[src/boost_ctl_consts.vh]
// Constants for the boost converter supervisory and clocking logic.
// Assumes a 25 MHz system clock; times are converted to cycle counts here.
`ifndef BOOST_CTL_CONSTS_VH
`define BOOST_CTL_CONSTS_VH
`define CLK_MHZ 16'h0019
// Mode setting codes from the mode-level comparator bank
`define MODE_W 2
`define MODE_LOW 2'h0
`define MODE_370MV 2'h1
`define MODE_620MV 2'h2
`define MODE_ABOVE_1V 2'h3
// Times in their own unit, then cycles
`define SHUTDOWN_US 16'h0023
`define SHUTDOWN_CYC (`SHUTDOWN_US * `CLK_MHZ)
`define PG_DEGLITCH_US 16'h0019
`define PG_DEGLITCH_CYC (`PG_DEGLITCH_US * `CLK_MHZ)
`define SYNC_LOST_CYC 16'h0400
// Hiccup counts
`define HICCUP_TRIP 7'h40
`define HICCUP_CLEAN 4'h8
`define HICCUP_OFF 16'h8000
// Oscillator: period in system cycles, max duty forced off-time
`define PERIOD_W 8
`define PERIOD_NOM 8'h40
`define OFF_FORCED 8'h04
// Dither
`define SLOW_STEP_DIV 8'h40
`define SLOW_AMP 5'h08
`define FAST_AMP 3'h4
`endif

[src/boost_protection_clock_control.v]
// Supervisory, protection and switching-clock logic of a peak-current-mode boost converter.
// Assumes comparator results and the shared enable/sync pin arrive asynchronously; all pass two flops.
// How it works
// - Latch mode once; spread for 370mV, >1V
// - Dither internal clock while spread enabled
// - Sync clock present disables spread spectrum
// - Slow triangle plus modulated fast triangle
// - Forced-off point tracks period, capping on-time
// - Align to sync falls outside forced off
// - Grounded pin stops switching, shutdown 35us
// - Switching follows sync, else internal oscillator
// - Current limit turns switch off immediately
// - Limit compare uses raw sensed current
// - Power good released only when feedback, supply and pin OK
// - Power good has 25us deglitch
// - Hiccup enabled for 370mV or 620mV
// - 64 limited cycles trip hiccup, pull soft-start
// - Hold off 32768 cycles then soft start
// - Eight clean cycles clear fault counter
// - Fault counter counts during soft-start too
// - Overvoltage stops switching, limits amplifier 60uA
// - Thermal trip kills regulator, restarts after cooling
// - Feedback grounded disables compensation minimum clamp
`timescale 1ns/1ns
`include "boost_ctl_consts.vh"
module boost_protection_clock_control (
  input wire clk_sys_i,
  input wire resetn_i,
  input wire [1:0] mode_level_i,
  input wire enable_lockout_clock_pin_i,
  input wire pin_above_uvlo_i,
  input wire current_limit_i,
  input wire pwm_compare_i,
  input wire feedback_above_undervoltage_i,
  input wire feedback_above_overvoltage_i,
  input wire feedback_grounded_i,
  input wire supply_above_lockout_i,
  input wire thermal_trip_i,
  output reg switch_drive_o,
  output reg soft_start_pulldown_o,
  output reg regulator_enable_o,
  output reg amp_current_limited_o,
  output reg comp_min_clamp_enable_o,
  output reg power_good_output_o,
  output reg power_good_oe_n_o,
  output reg shutdown_o,
  output reg spread_active_o,
  output reg sync_locked_o,
  output reg hiccup_enable_o
);
  localparam ST_RUN = 3'h1;
  localparam ST_HICCUP = 3'h2;
  localparam ST_THERMAL = 3'h4;
  reg [1:0] mode_s1_r, mode_s2_r;
  reg [7:0] in_s1_r, in_s2_r;
  reg pin_d_r;
  wire pin_s = in_s2_r[0];
  wire uvlo_ok = in_s2_r[1];
  wire ilim = in_s2_r[2];
  wire pwm_trip = in_s2_r[3];
  wire fb_uv = in_s2_r[4];
  wire fb_ov = in_s2_r[5];
  wire fb_gnd = in_s2_r[6];
  wire vcc_ok = in_s2_r[7];
  reg therm_s1_r, therm_s2_r;
  reg mode_taken_r, spread_en_r, hiccup_en_r;
  reg [1:0] mode_wait_r;
  reg [2:0] state_r;
  reg [7:0] phase_r;
  reg [7:0] period_r;
  reg [15:0] sync_age_r;
  reg sync_r;
  reg [7:0] slow_div_r;
  reg [4:0] slow_tri_r;
  reg slow_up_r;
  reg [2:0] fast_tri_r;
  reg fast_up_r;
  reg [2:0] fast_amp_r;
  reg [15:0] low_cnt_r;
  reg [15:0] pg_cnt_r;
  reg [6:0] fault_cnt_r;
  reg [3:0] clean_cnt_r;
  reg [15:0] off_cnt_r;
  reg cycle_limited_r;
  reg on_r;
  wire pin_fall = pin_d_r & ~pin_s;
  // Forced off tracks the dithered period, so the on-time ceiling moves with it
  wire forced_off = phase_r >= (period_r - `OFF_FORCED);
  wire sync_edge = pin_fall & ~forced_off;
  wire dither = spread_en_r & ~sync_r;
  wire [7:0] dith_period = `PERIOD_NOM + {3'h0, slow_tri_r} + {5'h00, fast_tri_r} - 8'h08;
  wire cycle_end = sync_r ? sync_edge : (phase_r >= period_r - 8'h01);
  wire pin_low = ~pin_s;
  // While synced, a low shorter than a nominal period is a sync pulse, not a disable
  // Limitation: grounding the pin while synced stops switching up to one period late
  wire sync_low = sync_r & (low_cnt_r < {8'h00, `PERIOD_NOM});
  wire pin_up = pin_s | sync_low;
  wire uvlo_up = uvlo_ok | sync_low;
  wire can_switch = (state_r == ST_RUN) & pin_up & uvlo_up & vcc_ok & ~fb_ov;
  wire pg_ok = fb_uv & vcc_ok & pin_up;
  always @(posedge clk_sys_i or negedge resetn_i) begin
    if (!resetn_i) begin
      mode_s1_r <= 2'h0;
      mode_s2_r <= 2'h0;
      in_s1_r <= 8'h00;
      in_s2_r <= 8'h00;
      therm_s1_r <= 1'b0;
      therm_s2_r <= 1'b0;
      pin_d_r <= 1'b0;
    end else begin
      mode_s1_r <= mode_level_i;
      mode_s2_r <= mode_s1_r;
      in_s1_r <= {supply_above_lockout_i, feedback_grounded_i, feedback_above_overvoltage_i,
                  feedback_above_undervoltage_i, pwm_compare_i, current_limit_i, pin_above_uvlo_i,
                  enable_lockout_clock_pin_i};
      in_s2_r <= in_s1_r;
      therm_s1_r <= thermal_trip_i;
      therm_s2_r <= therm_s1_r;
      pin_d_r <= in_s2_r[0];
    end
  end
  // Mode is caught once, after the synchroniser has filled, never re-read, so later pin noise cannot flip it
  always @(posedge clk_sys_i or negedge resetn_i) begin
    if (!resetn_i) begin
      mode_wait_r <= 2'h0;
      mode_taken_r <= 1'b0;
      spread_en_r <= 1'b0;
      hiccup_en_r <= 1'b0;
    end else if (!mode_taken_r) begin
      if (mode_wait_r != 2'h2) begin
        mode_wait_r <= mode_wait_r + 2'h1;
      end else begin
        mode_taken_r <= 1'b1;
        spread_en_r <= (mode_s2_r == `MODE_370MV) | (mode_s2_r == `MODE_ABOVE_1V);
        hiccup_en_r <= (mode_s2_r == `MODE_370MV) | (mode_s2_r == `MODE_620MV);
      end
    end
  end
  // Sync detect and fallback
  // A stopped pulse train only ages out, so switching stalls at most SYNC_LOST_CYC cycles waiting for an edge
  always @(posedge clk_sys_i or negedge resetn_i) begin
    if (!resetn_i) begin
      sync_age_r <= 16'h0000;
      sync_r <= 1'b0;
    end else if (pin_fall) begin
      sync_age_r <= 16'h0000;
      sync_r <= 1'b1;
    end else if (sync_age_r >= `SYNC_LOST_CYC) begin
      sync_r <= 1'b0;
    end else begin
      sync_age_r <= sync_age_r + 16'h0001;
    end
  end
  // Dither modulator
  always @(posedge clk_sys_i or negedge resetn_i) begin
    if (!resetn_i) begin
      slow_div_r <= 8'h00;
      slow_tri_r <= 5'h00;
      slow_up_r <= 1'b1;
      fast_tri_r <= 3'h0;
      fast_up_r <= 1'b1;
      fast_amp_r <= 3'h1;
    end else if (dither && cycle_end) begin
      // Turn at both ends so the triangle never wraps below zero
      if (fast_up_r) begin
        fast_tri_r <= fast_tri_r + 3'h1;
        if (fast_tri_r + 3'h1 >= fast_amp_r)
          fast_up_r <= 1'b0;
      end else begin
        fast_tri_r <= fast_tri_r - 3'h1;
        if (fast_tri_r == 3'h1)
          fast_up_r <= 1'b1;
      end
      slow_div_r <= slow_div_r + 8'h01;
      if (slow_div_r == `SLOW_STEP_DIV) begin
        slow_div_r <= 8'h00;
        slow_up_r <= (slow_tri_r >= `SLOW_AMP + `SLOW_AMP - 5'h01) ? 1'b0 : (slow_tri_r == 5'h01 ? 1'b1 : slow_up_r);
        slow_tri_r <= slow_up_r ? slow_tri_r + 5'h01 : slow_tri_r - 5'h01;
        // Fast amplitude wanders so its repetition rate is not a fixed audible tone
        fast_amp_r <= (fast_amp_r == 3'h7) ? 3'h2 : fast_amp_r + 3'h1;
      end
    end
  end
  // Oscillator and switch
  always @(posedge clk_sys_i or negedge resetn_i) begin
    if (!resetn_i) begin
      phase_r <= 8'h00;
      period_r <= `PERIOD_NOM;
      on_r <= 1'b0;
      cycle_limited_r <= 1'b0;
    end else if (cycle_end) begin
      phase_r <= 8'h00;
      period_r <= dither ? dith_period : `PERIOD_NOM;
      on_r <= can_switch;
      cycle_limited_r <= 1'b0;
    end else begin
      if (phase_r != 8'hff)
        phase_r <= phase_r + 8'h01;
      // Comparator terminates the pulse; only the forced-off ceiling follows the dithered period
      if (ilim) begin
        on_r <= 1'b0;
        cycle_limited_r <= on_r | cycle_limited_r;
      end else if (pwm_trip || forced_off || !can_switch) begin
        on_r <= 1'b0;
      end
    end
  end
  // Hiccup, thermal and shutdown
  always @(posedge clk_sys_i or negedge resetn_i) begin
    if (!resetn_i) begin
      state_r <= ST_RUN;
      fault_cnt_r <= 7'h00;
      clean_cnt_r <= 4'h0;
      off_cnt_r <= 16'h0000;
      low_cnt_r <= 16'h0000;
    end else begin
      if (pin_low && low_cnt_r != `SHUTDOWN_CYC)
        low_cnt_r <= low_cnt_r + 16'h0001;
      else if (!pin_low)
        low_cnt_r <= 16'h0000;
      case (state_r)
        ST_RUN: begin
          if (therm_s2_r) begin
            state_r <= ST_THERMAL;
          // Counts through soft start too, so a hard start-up can trip
          end else if (hiccup_en_r && cycle_end) begin
            if (cycle_limited_r) begin
              clean_cnt_r <= 4'h0;
              if (fault_cnt_r == `HICCUP_TRIP - 7'h01) begin
                state_r <= ST_HICCUP;
                fault_cnt_r <= 7'h00;
                off_cnt_r <= 16'h0000;
              end else
                fault_cnt_r <= fault_cnt_r + 7'h01;
            end else if (clean_cnt_r == `HICCUP_CLEAN - 4'h1) begin
              clean_cnt_r <= 4'h0;
              fault_cnt_r <= 7'h00;
            end else
              clean_cnt_r <= clean_cnt_r + 4'h1;
          end
        end
        ST_HICCUP: begin
          if (therm_s2_r)
            state_r <= ST_THERMAL;
          else if (cycle_end) begin
            if (off_cnt_r == `HICCUP_OFF - 16'h0001)
              state_r <= ST_RUN;
            else
              off_cnt_r <= off_cnt_r + 16'h0001;
          end
        end
        ST_THERMAL: begin
          // Comparator itself carries the 15 C hysteresis
          if (!therm_s2_r)
            state_r <= ST_RUN;
        end
        default: state_r <= ST_RUN;
      endcase
    end
  end
  // Power good deglitch: fault must persist before pull-down
  always @(posedge clk_sys_i or negedge resetn_i) begin
    if (!resetn_i) begin
      // Start pulled low until the monitors have been seen good
      pg_cnt_r <= `PG_DEGLITCH_CYC;
    end else if (pg_ok) begin
      pg_cnt_r <= 16'h0000;
    end else if (pg_cnt_r != `PG_DEGLITCH_CYC) begin
      pg_cnt_r <= pg_cnt_r + 16'h0001;
    end
  end
  always @(posedge clk_sys_i or negedge resetn_i) begin
    if (!resetn_i) begin
      switch_drive_o <= 1'b0;
      soft_start_pulldown_o <= 1'b1;
      regulator_enable_o <= 1'b0;
      amp_current_limited_o <= 1'b0;
      comp_min_clamp_enable_o <= 1'b1;
      power_good_output_o <= 1'b0;
      power_good_oe_n_o <= 1'b0;
      shutdown_o <= 1'b0;
      spread_active_o <= 1'b0;
      sync_locked_o <= 1'b0;
      hiccup_enable_o <= 1'b0;
    end else begin
      switch_drive_o <= on_r & can_switch & ~ilim;
      soft_start_pulldown_o <= (state_r != ST_RUN) | ~vcc_ok | ~uvlo_up;
      regulator_enable_o <= (state_r != ST_THERMAL) & (low_cnt_r != `SHUTDOWN_CYC);
      amp_current_limited_o <= fb_ov;
      comp_min_clamp_enable_o <= ~fb_gnd;
      power_good_output_o <= 1'b0;
      power_good_oe_n_o <= (pg_cnt_r == `PG_DEGLITCH_CYC) ? 1'b0 : 1'b1;
      shutdown_o <= (low_cnt_r == `SHUTDOWN_CYC);
      spread_active_o <= dither;
      sync_locked_o <= sync_r;
      hiccup_enable_o <= hiccup_en_r;
    end
  end
endmodule

[config.mk]
export PLATFORM = sky130hd
export DESIGN_NAME = boost_protection_clock_control
export DESIGN_NICKNAME = d
export VERILOG_FILES = /design/src/boost_protection_clock_control.v
export VERILOG_INCLUDE_DIRS = /design/src /design/src/src
export SDC_FILE = /design/constraint.sdc
export NUM_CORES = 1
export LEC_CHECK = 0
export BUFFER_PORTS_ARGS = -buffer_cell sky130_fd_sc_hd__buf_2
export CAP_MARGIN = 10
export CORE_MARGIN = 2
export CORE_UTILIZATION = 55
export CTS_BUF_LIST = sky130_fd_sc_hd__clkbuf_4 sky130_fd_sc_hd__clkbuf_8
export CTS_CLUSTER_SIZE = 40
export DETAILED_ROUTE_END_ITERATION = 6
export GPL_ROUTABILITY_DRIVEN = 0
export MAX_ROUTING_LAYER = met4
export PLACE_DENSITY_LB_ADDON = 0.1
export RECOVER_POWER = 100
export SYNTH_ARGS = -nofsm -noshare
export SYNTH_HDL_FRONTEND = slang
export SYNTH_SLANG_ARGS = --single-unit
[constraint.sdc]
create_clock -name clk_sys_i -period 4 [get_ports clk_sys_i]
set_input_delay 1 -clock clk_sys_i [delete_from_list [all_inputs] [get_ports clk_sys_i]]
set_output_delay 1 -clock clk_sys_i [all_outputs]
set_load 0.05 [all_outputs]
==> impl_metrics.env, run 1 <==
export IMPL_final_layout_size_suffix_gt1_share_pct=8.78
export IMPL_grt_max_degree=87
export IMPL_route_vias_total=5475
export IMPL_cp_end_kind="flip-flop"
export IMPL_cts_buffers=17
export IMPL_remaining_drc_errors=0
export IMPL_syn_instance_count=759
export IMPL_tritoncts="done"
export IMPL_maxCapViolCount=1
export IMPL_hold_class="flip-flop to flip-flop"
export IMPL_ys_warn_count=0
export IMPL_boundaryPins=24
export IMPL_fin_tns_setup_ns=0
export IMPL_wirelength_mm=13.9
export IMPL_relSlewSlack_pct=-40.5
export IMPL_die_w_um=123
export IMPL_drt_initial_drc_count=309
export IMPL_antenna_found_initial=0
export IMPL_critPathArrivalTime_ns=3.60
export IMPL_avgSynthCellArea_um2=10.2
export IMPL_grt_use_total_pct=21.2
export IMPL_synthDistinctLibCells=71
export IMPL_port_buffers=22
export IMPL_ys_flop_type="dfrtp_1"
export IMPL_overflow=0
export IMPL_syn_nets=820
export IMPL_cts_resized_gates=0
export IMPL_finalCritPeriodShare_pct=80.8
export IMPL_violations="max-capacitance violations, max-slew violations"
export IMPL_max_freq_mhz=309
export IMPL_synth_seq_cells=155
export IMPL_nets=845
export IMPL_clkSinkCount=155
export IMPL_worstMarginPinSlew_ns=2.11
export IMPL_finalHoldViolCount=0
export IMPL_worst_path_max_fanout=20
export IMPL_hold_ws_ns=0.354
export IMPL_holdPathEnd="in_s2_r[4]"
export IMPL_die_y_um=123
export IMPL_status="finished with violations"
export IMPL_fillers=1162
export IMPL_final_setup_viol_count=0
export IMPL_multi_input_area_um2=3590
export IMPL_rrSetupSlack_ns=0.77
export IMPL_grt_pass1_wl_mm=24.7
export IMPL_cts_setup_buffers=0
export IMPL_area_growth_pct=8.43
export IMPL_cts_root_buffer_cell="clkbuf_8"
export IMPL_placed_cell_area_um2=8040
export IMPL_hold_buffers=0
export IMPL_min_from="in_s1_r[4]"
export IMPL_grt_pass1_vias=5430
export IMPL_start_util_pct=56.0
export IMPL_timing_rr_end="off_cnt_r[12]"
export IMPL_critPathLaunchType="flip-flop"
export IMPL_dpl_worst_slack_ns=1.04
export IMPL_p_leak_nw=3.79
export IMPL_cts_buffer_depth=2
export IMPL_ctsHtreeMaxLevel=4
export IMPL_synth_cell_area_um2=7740
export IMPL_p_per_area_nw_per_um2=410
export IMPL_reg2regPathDepth=8
export IMPL_final_area_um2=8390
export IMPL_fp_row_count=43
export IMPL_finClkSkew_ns=0.0138
export IMPL_post_route_min_period_ns=3.23
export IMPL_die_area_um2=15000
export IMPL_via_per_inst=5.60
export IMPL_r2r_start="in_s2_r[0]"
export IMPL_clk_insertion_delay_late_ns=0.46
export IMPL_coreArea_um2=13800
export IMPL_required_ns=4.37
export IMPL_post_dp_hpwl_mm=9.89
export IMPL_slew_viol_final=86
export IMPL_avgRoutedWirePerCell_um=14.3
export IMPL_cts_clk_slew_worst_paths_ns=0.09
export IMPL_setup_worst_path_class="flip-flop to flip-flop"
export IMPL_drtPass1Iterations=5
export IMPL_vdd_drop_max_uv=290
export IMPL_seqCellArea_um2=3890
export IMPL_ys_seq_area_share_pct=50.3
export IMPL_async_flop_share_pct=100
export IMPL_n_antenna_cell=0
export IMPL_rsz0062_at_grt="no"
export IMPL_hold_depth=0
export IMPL_setup_ws_ns=0.769
export IMPL_ant_nets=0
export IMPL_synth_edf_count=0
per-layer routing:
metal	GRT usage [%]	wire length (um)	part of all wire (%)	up-vias
met5	-	0	0	-
met4	8.05	242	1.7	0
met3	4.46	413	3.0	17
met2	32.4	6550	47	70
met1	27.9	6730	48	2662
li1	-	-	-	2726
power breakdown:
group          leakage, nW  switching [mW]  internal, mW
clock                0.209           0.632         0.579
combinational         1.59           0.235         0.192
sequential            1.99           0.128          1.67
how the worst max path moves through the flow:
stage / from / endpoint / cells after the start
after floorplan: period_r[2] / fast_tri_r[2] / 11
after CTS: period_r[2] / fault_cnt_r[4] / 10
after global placement: period_r[2] / fault_cnt_r[4] / 10
final: in_s2_r[0] / off_cnt_r[12] / 8
after detailed placement: period_r[2] / fault_cnt_r[4] / 10
after global routing: in_s2_r[0] / off_cnt_r[12] / 8
cell usage after synthesis, types with 14 or more instances:
cell / count / area, um2
a21oi_1: 23 / 115
clkbuf_1: 14 / 52.6
o21ai_0: 41 / 205
xnor2_1: 30 / 263
dfrtp_1: 143 / 3580
xor2_1: 32 / 280
nand3_1: 34 / 170
nand2_1: 67 / 251
nand4_1: 19 / 119
ha_1: 47 / 588
nor2_1: 82 / 308
inv_1: 32 / 120
and3_1: 15 / 93.8
layout by cell type, fill, tap and decap left out, types with 7 or more instances in the layout:
cell type	netlist	final
inv_1	32	32
nand4_1	19	19
nand3_1	34	34
a21oi_1	23	23
nand2b_1	9	9
and3_1	15	15
o31ai_1	12	12
nor2_1	82	82
clkbuf_8	0	17
xnor2_1	30	30
nor3_1	13	14
o21ai_0	41	41
nor2b_1	10	10
or3_1	7	7
ha_1	47	47
nand2_1	67	67
dfrtp_1	143	143
xor2_1	32	32
clkbuf_1	14	15
dfstp_2	12	10
buf_2	5	11
a31oi_1	12	12
layout make-up:
| cell class | count | share of cell area, % |
|---|---|---|
| Clock inverter | 15 | 2.16 |
| Inverter | 32 | 1.43 |
| Multi-Input combinational cell | 549 | 42.8 |
| Sequential cell | 155 | 46.4 |
| Tap cell | 180 | 2.68 |
| Clock buffer | 17 | 2.79 |
| Timing Repair Buffer | 29 | 1.72 |
worst max-delay path: stages, from the launching register on:
cell       delay [ns]
dfrtp_1          0.37
clkbuf_1         0.38
nor2b_1          0.21
clkbuf_1         0.66
o211a_1          0.36
a2bb2oi_1        0.24
clkbuf_1         0.59
nand3_1          0.13
o21ai_0          0.19
kinds of logic after synthesis:
group | after synthesis | synth area share, %
other cells | 1 | 0.0485
compound gates | 144 | 12.5
buf+inv | 55 | 2.89
fa+ha+maj | 48 | 7.86
simple gates | 288 | 18.5
flops | 155 | 50.3
mux | 6 | 0.841
xor+xnor | 62 | 7.02
registers in the layout, summed over array words and instances, names as in the netlist, 3 cells and up:
signal       count
off_cnt_r       16
clean_cnt_r      4
sync_age_r      16
slow_div_r       8
fast_amp_r       3
period_r         7
in_s2_r          8
pg_cnt_r        16
in_s1_r          8
low_cnt_r       16
state_r          3
fault_cnt_r      7
slow_tri_r       5
fast_tri_r       3
phase_r          8
per-stage QoR:
stage	instances	utilization [%]	power [mW]
after detailed placement	945	58.1	2.27
after global routing	977	60.7	3.64
final	977	60.7	3.44
after global placement	945	58.1	2.25
after floorplan	759	-	2.13
after CTS	977	61.2	3.50
No activity file was read; power rests on OpenSTA's default activity.
==> run 2: changes to the inputs <==
--- a/config.mk
+++ b/config.mk
@@ -6,6 +6,7 @@
 export SDC_FILE = /design/constraint.sdc
 export NUM_CORES = 1
 export LEC_CHECK = 0
+export ABC_AREA = 1
 export BUFFER_PORTS_ARGS = -buffer_cell sky130_fd_sc_hd__buf_2
 export CAP_MARGIN = 10
 export CORE_MARGIN = 2
==> constraint.sdc (replaced) <==
create_clock -name clk_sys_i -period 3.2 [get_ports clk_sys_i]
set_input_delay 0.8 -clock clk_sys_i [delete_from_list [all_inputs] [get_ports clk_sys_i]]
set_output_delay 0.8 -clock clk_sys_i [all_outputs]
set_load 0.05 [all_outputs]
==> run 2 against run 1 <==
Compared with the run above:
- the run still ends with max-capacitance violations, max-slew violations left
- via count is 7.4% higher
- final cell count rose by 19%
- power is 27% higher
- design area is 3.5% higher
==> impl_metrics.env, run 2 <==
export IMPL_start_util_pct=55.8
export IMPL_fillers=1303
export IMPL_async_flop_share_pct=100
export IMPL_post_route_min_period_ns=2.86
export IMPL_hold_class="flip-flop to flip-flop"
export IMPL_final_setup_viol_count=0
export IMPL_swShare_pct=32.0
export IMPL_clkSinkCount=155
export IMPL_cts_buffers=17
export IMPL_violations="max-capacitance violations, max-slew violations"
export IMPL_layout_common_cells="173 x nand2_1, 143 x dfrtp_1, 124 x inv_1, 94 x nor2_1, 65 x o21ai_0"
export IMPL_synthDistinctLibCells=49
export IMPL_relSlewSlack_pct=-13.0
export IMPL_final_area_um2=8680
export IMPL_final_layout_size_suffix_gt1_share_pct=9.18
export IMPL_p_per_area_nw_per_um2=503
export IMPL_seqPwrFrac_pct=51.4
export IMPL_critPathLaunchType="flip-flop"
export IMPL_ys_flop_type="dfrtp_1"
export IMPL_syn_instance_count=932
export IMPL_grt_pass1_wl_mm=25.6
export IMPL_nets=1028
export IMPL_overflow=0
export IMPL_cts_buffer_depth=2
export IMPL_status="finished with violations"
export IMPL_avgRoutedWirePerCell_um=12.4
export IMPL_slew_viol_final=71
export IMPL_via_per_inst=5.05
export IMPL_ys_warn_count=0
export IMPL_ys_seq_area_share_pct=48.4
export IMPL_die_area_um2=15600
export IMPL_cp_end_kind="flip-flop"
export IMPL_placed_cell_area_um2=8360
export IMPL_cts_clk_slew_worst_paths_ns=0.09
export IMPL_reg2regPathDepth=16
export IMPL_p_sw_mw=1.40
export IMPL_fp_row_count=44
export IMPL_area_growth_pct=7.90
export IMPL_post_dp_hpwl_mm=10.1
export IMPL_grt_pass1_vias=5605
export IMPL_grt_max_degree=71
export IMPL_remaining_drc_errors=0
export IMPL_ant_nets=0
export IMPL_finClkSkew_ns=0.0189
export IMPL_rsz0062_at_grt="yes"
export IMPL_worst_path_max_fanout=15
export IMPL_grt_use_total_pct=20.5
export IMPL_n_antenna_cell=0
export IMPL_max_freq_mhz=350
export IMPL_cts_root_buffer_cell="clkbuf_8"
export IMPL_power_internal_mw=2.97
export IMPL_port_buffers=22
export IMPL_die_w_um=125
export IMPL_vdd_drop_max_uv=489
export IMPL_yosysTopAreaCell="dfrtp_1"
export IMPL_setup_worst_path_class="flip-flop to flip-flop"
export IMPL_synth_edf_count=0
export IMPL_synth_common_cells="171 x nand2_1, 143 x dfrtp_1, 124 x inv_1"
export IMPL_coreArea_um2=14400
export IMPL_synth_cell_area_um2=8040
export IMPL_critPathArrivalTime_ns=3.19
export IMPL_p_leak_nw=4.15
export IMPL_maxCapViolCount=1
export IMPL_avgSynthCellArea_um2=8.63
export IMPL_synthMostInstantiatedCell="nand2_1"
export IMPL_tritoncts="done"
export IMPL_combPwrFrac_pct=17.9
export IMPL_synth_top_area_share_pct=44.5
export IMPL_required_ns=3.54
export IMPL_syn_nets=993
export IMPL_worstMarginPinSlew_ns=1.70
export IMPL_finalHoldViolCount=0
export IMPL_drt_initial_drc_count=385
export IMPL_synth_area_leaders="dfrtp_1 44%, nand2_1 8.0%, ha_1 7.3%"
export IMPL_hold_depth=0
export IMPL_p_clk_share_pct=30.7
export IMPL_drtPass1Iterations=4
export IMPL_boundaryPins=24
export IMPL_route_vias_total=5882
export IMPL_antenna_found_initial=0
export IMPL_hold_buffers=0
export IMPL_finalCritPeriodShare_pct=89.2
export IMPL_die_y_um=125
export IMPL_clk_insertion_delay_late_ns=0.46
export IMPL_finalPower_mw=4.37
export IMPL_final_common_cell="nand2_1"
export IMPL_ctsHtreeMaxLevel=4
export IMPL_synth_seq_cells=155
export IMPL_wirelength_mm=14.5
-- run 2: worst paths after layout --
check	start	end	slack, ns
max	period_r[2]	clean_cnt_r[2]	0.34
max reg2reg	period_r[2]	clean_cnt_r[2]	0.34
min in group asynchronous	resetn_i	low_cnt_r[12]	0.79
min	in_s1_r[6]	in_s2_r[6]	0.35
min reg2reg	in_s1_r[6]	in_s2_r[6]	0.35
max in group asynchronous	resetn_i	in_s2_r[7]	0.53
-- run 2: power by group through the flow --
| stage | registers, mW | logic (mW) | clock network (mW) |
|---|---|---|---|
| after floorplan | 2.29 | 0.576 | 0 |
| after global placement | 2.29 | 0.760 | 0 |
| after detailed placement | 2.29 | 0.776 | 0 |
| after CTS | 2.25 | 0.782 | 1.39 |
| after global routing | 2.27 | 0.903 | 1.48 |
| final | 2.24 | 0.783 | 1.34 |
-- run 2: worst max-delay path, cell delays in order, from the launching register on --
cell and delay (ns):
dfrtp_1 0.42, inv_1 0.13, ha_1 0.21, nand3_1 0.10
xor2_1 0.18, nand2_1 0.06, o21ai_0 0.07, inv_1 0.06
ha_1 0.26, nand2_1 0.08, a21oi_1 0.04, nor2_1 0.12
nand4_2 0.22, nand2_4 0.19, clkinvlp_4 0.28, nand3_1 0.21
o21ai_0 0.10
-- run 2: kinds of logic after synthesis --
group	after synthesis	share of synthesized area (%)
AO/OA/AOI/OAI	145	9.91
XOR/XNOR	33	3.59
adder cells (fa/ha/maj)	48	7.56
buffers and inverters	143	7.17
flip-flops	155	48.4
other	1	0.0466
AND/OR/NAND/NOR	407	23.3
-- run 2: final cells by class --
| cell class | count | area [um2] | area share [%] |
|---|---|---|---|
| Tap cell | 184 | 230 | 2.65 |
| Clock buffer | 21 | 270 | 3.11 |
| Multi-Input combinational cell | 635 | 3550 | 40.9 |
| Sequential cell | 155 | 3890 | 44.9 |
| Clock inverter | 11 | 87.6 | 1.01 |
| Inverter | 129 | 489 | 5.64 |
| Timing Repair Buffer | 29 | 158 | 1.82 |
-- run 2: per-layer routing --
layer	wire length, um	track usage (%)	up-vias
met5	0	-	-
met4	197	5.95	0
met3	407	4.58	15
met2	6180	30.0	80
met1	7670	29.0	2654
li1	-	-	3133
-- run 2: through the flow --
| step | hold slack [ns] | utilization [%] | setup slack [ns] | setup TNS, ns | cells |
|---|---|---|---|---|---|
| final | 0.346 | 60.2 | 0.345 | 0 | 1164 |
| after global routing | 0.357 | 60.2 | -0.0436 | -0.747 | 1164 |
| after CTS | 0.347 | 60.5 | 0.236 | 0 | 1161 |
| after detailed placement | 0.335 | 58.0 | 0.244 | 0 | 1129 |
| after global placement | 0.332 | 58.0 | 0.385 | 0 | 1129 |
| after floorplan | 0.331 | - | 0.642 | 0 | 932 |
-- run 2: timing repair --
item / CTS / global route
resized for setup: 0 / 3
setup buffers: 0 / 2
setup endpoints to repair: 0 / 24
==> run 3: changes to the inputs <==
--- a/config.mk
+++ b/config.mk
@@ -10,11 +10,12 @@
 export BUFFER_PORTS_ARGS = -buffer_cell sky130_fd_sc_hd__buf_2
 export CAP_MARGIN = 10
 export CORE_MARGIN = 2
-export CORE_UTILIZATION = 55
+export CORE_UTILIZATION = 65
 export CTS_BUF_LIST = sky130_fd_sc_hd__clkbuf_4 sky130_fd_sc_hd__clkbuf_8
 export CTS_CLUSTER_SIZE = 40
 export DETAILED_ROUTE_END_ITERATION = 6
 export GPL_ROUTABILITY_DRIVEN = 0
+export GPL_TIMING_DRIVEN = 0
 export MAX_ROUTING_LAYER = met4
 export PLACE_DENSITY_LB_ADDON = 0.1
 export RECOVER_POWER = 100
==> run 3 against run 2 <==
Compared with the run above:
- the run still ends with max-capacitance violations, max-slew violations left
- power is 3.8% higher
- routed wire length is 7.8% higher
- clock skew is 0.0073 ns lower
- sequential share of layout area is 0.64 points lower
- largest cell class unchanged
- highest routed layer unchanged
==> impl_metrics.env, run 3 (synthesis gave the netlist of run 2 again) <==
export IMPL_finalPower_mw=4.53
export IMPL_clkSinkCount=155
export IMPL_final_layout_size_suffix_gt1_share_pct=9.87
export IMPL_overflow=0
export IMPL_ant_nets=0
export IMPL_grt_use_total_pct=26.6
export IMPL_max_freq_mhz=345
export IMPL_globalRoute_busiestLayer="met2"
export IMPL_final_core_util_pct=73.0
export IMPL_ctsHtreeMaxLevel=4
export IMPL_fillers=909
export IMPL_n_antenna_cell=0
export IMPL_tritoncts="done"
export IMPL_status="finished with violations"
export IMPL_cts_root_buffer_cell="clkbuf_8"
export IMPL_grtUsageMet1_pct=32.2
export IMPL_area_growth_pct=9.47
export IMPL_critPathArrivalTime_ns=3.24
export IMPL_worst_path_max_fanout=10
export IMPL_final_common_cell="nand2_1"
export IMPL_hold_ws_ns=0.352
export IMPL_worstPathCellList="inv_1 > ha_1 > nand3_1 > xor2_2 > nand2_1 > o21ai_0 > inv_1 > ha_1 > nand2_1 > nor2_1 > nand2_1 > nand4_2 > nand2_4 > nor3_4 > nand2_4 > buf_6 > nand2_1 > o21ai_0"
export IMPL_port_buffers=22
export IMPL_post_dp_hpwl_mm=11.2
export IMPL_p_leak_nw=4.24
export IMPL_hold_class="flip-flop to flip-flop"
export IMPL_gr_usage_met2_pct=43.5
export IMPL_required_ns=3.54
export IMPL_use_met3_pct=5.80
export IMPL_die_w_um=115
export IMPL_vdd_drop_max_uv=369
export IMPL_cp_slowest_cell="dfrtp_1"
export IMPL_cts_buffers=17
export IMPL_hold_buffers=0
export IMPL_worstMarginPinSlew_ns=2.27
export IMPL_slowest_delay_ns=0.43
export IMPL_nets=1041
export IMPL_crit_top_cell="nand2_1"
export IMPL_setup_worst_path_class="flip-flop to flip-flop"
export IMPL_die_y_um=115
export IMPL_cts_clk_slew_worst_paths_ns=0.08
export IMPL_via_per_inst=5.48
export IMPL_drt_initial_drc_count=503
export IMPL_drtPass1Iterations=5
export IMPL_rsz0062_at_grt="no"
export IMPL_wirelength_mm=15.6
export IMPL_cp_end_kind="flip-flop"
export IMPL_boundaryPins=24
export IMPL_seqCellArea_um2=3890
export IMPL_remaining_drc_errors=0
export IMPL_die_area_um2=13300
export IMPL_cts_buffer_depth=2
export IMPL_multi_input_area_um2=3550
export IMPL_maxCapViolCount=1
export IMPL_p_per_area_nw_per_um2=515
export IMPL_setup_ws_ns=0.300
export IMPL_clk_insertion_delay_late_ns=0.46
export IMPL_layout_common_cells="173 x nand2_1, 143 x dfrtp_1, 124 x inv_1, 93 x nor2_1, 64 x o21ai_0"
export IMPL_post_route_min_period_ns=2.90
export IMPL_finalHoldViolCount=0
export IMPL_start_util_pct=66.7
export IMPL_relSlewSlack_pct=-51.0
export IMPL_route_vias_total=6368
export IMPL_dpl_worst_slack_ns=0.233
export IMPL_violations="max-capacitance violations, max-slew violations"
export IMPL_crit_family="simple AND/OR/NAND/NOR gates"
export IMPL_path_buf_inv=3
export IMPL_critPathLaunchType="flip-flop"
export IMPL_grt_max_degree=107
export IMPL_slew_viol_final=50
export IMPL_fp_row_count=40
export IMPL_grt_pass1_wl_mm=27.2
export IMPL_antenna_found_initial=0
export IMPL_grt_pass1_vias=6216
export IMPL_coreArea_um2=12100
export IMPL_final_setup_viol_count=0
export IMPL_finClkSkew_ns=0.0116
export IMPL_avgRoutedWirePerCell_um=13.4
export IMPL_finalCritPeriodShare_pct=90.6
[run 3: cell count changes in the layout (fill, tap and decap cells not counted), moves of 2 or more]
cell / delta
inv_6: -3
clkbuf_8: +2
buf_4: +6
bufinv_16: +2
clkbuf_4: -2
buf_6: +3
clkbuf_1: +6
[run 3: timing repair]
action,4_1_cts,5_1_grt
hold endpoints to repair,0,0
resized for setup,0,5
setup endpoints to repair,0,34
setup buffers,0,6
[run 3: layer usage]
layer / vias up / part of all wire, %
met2: 157 / 49
met4: 0 / 2.3
li1: 3142 / -
met5: - / 0
met3: 45 / 3.9
met1: 3024 / 45
[run 3: stage by stage]
stage | instance area [um2] | instances | TNS (ns)
2_1_floorplan | 8040 | 932 | 0
3_3_place_gp | 8360 | 1122 | -111.66
3_5_place_dp | 8400 | 1123 | 0
4_1_cts | 8800 | 1155 | 0
5_1_grt | 8810 | 1161 | 0
6_report | 8810 | 1161 | 0
[run 3: final timing paths]
| kind | slack (ns) | cells after the start | to | startpoint |
|---|---|---|---|---|
| max reg2reg | 0.30 | 18 | fault_cnt_r[6] | period_r[3] |
| min | 0.35 | 0 | in_s2_r[2] | in_s1_r[2] |
| max | 0.30 | 18 | fault_cnt_r[6] | period_r[3] |
| min in group asynchronous | 1.16 | 1 | low_cnt_r[13] | resetn_i |
| max in group asynchronous | 0.70 | 2 | period_r[6] | resetn_i |
| min reg2reg | 0.35 | 0 | in_s2_r[2] | in_s1_r[2] |
[run 3: final cells by class]
type,instances,share of cell area (%)
plain buffers,14,1.04
clock buffers,22,3.30
clock inverters,10,1.31
inverters,129,5.51
multi-input cells,634,40.3
flip-flops and latches,155,44.2
well taps,168,2.39
repair buffers,29,1.95
[run 3: power by group]
group	switching, mW	internal, mW
sequential	0.132	2.11
clock	0.698	0.771
combinational	0.540	0.280
total	1.37	3.16
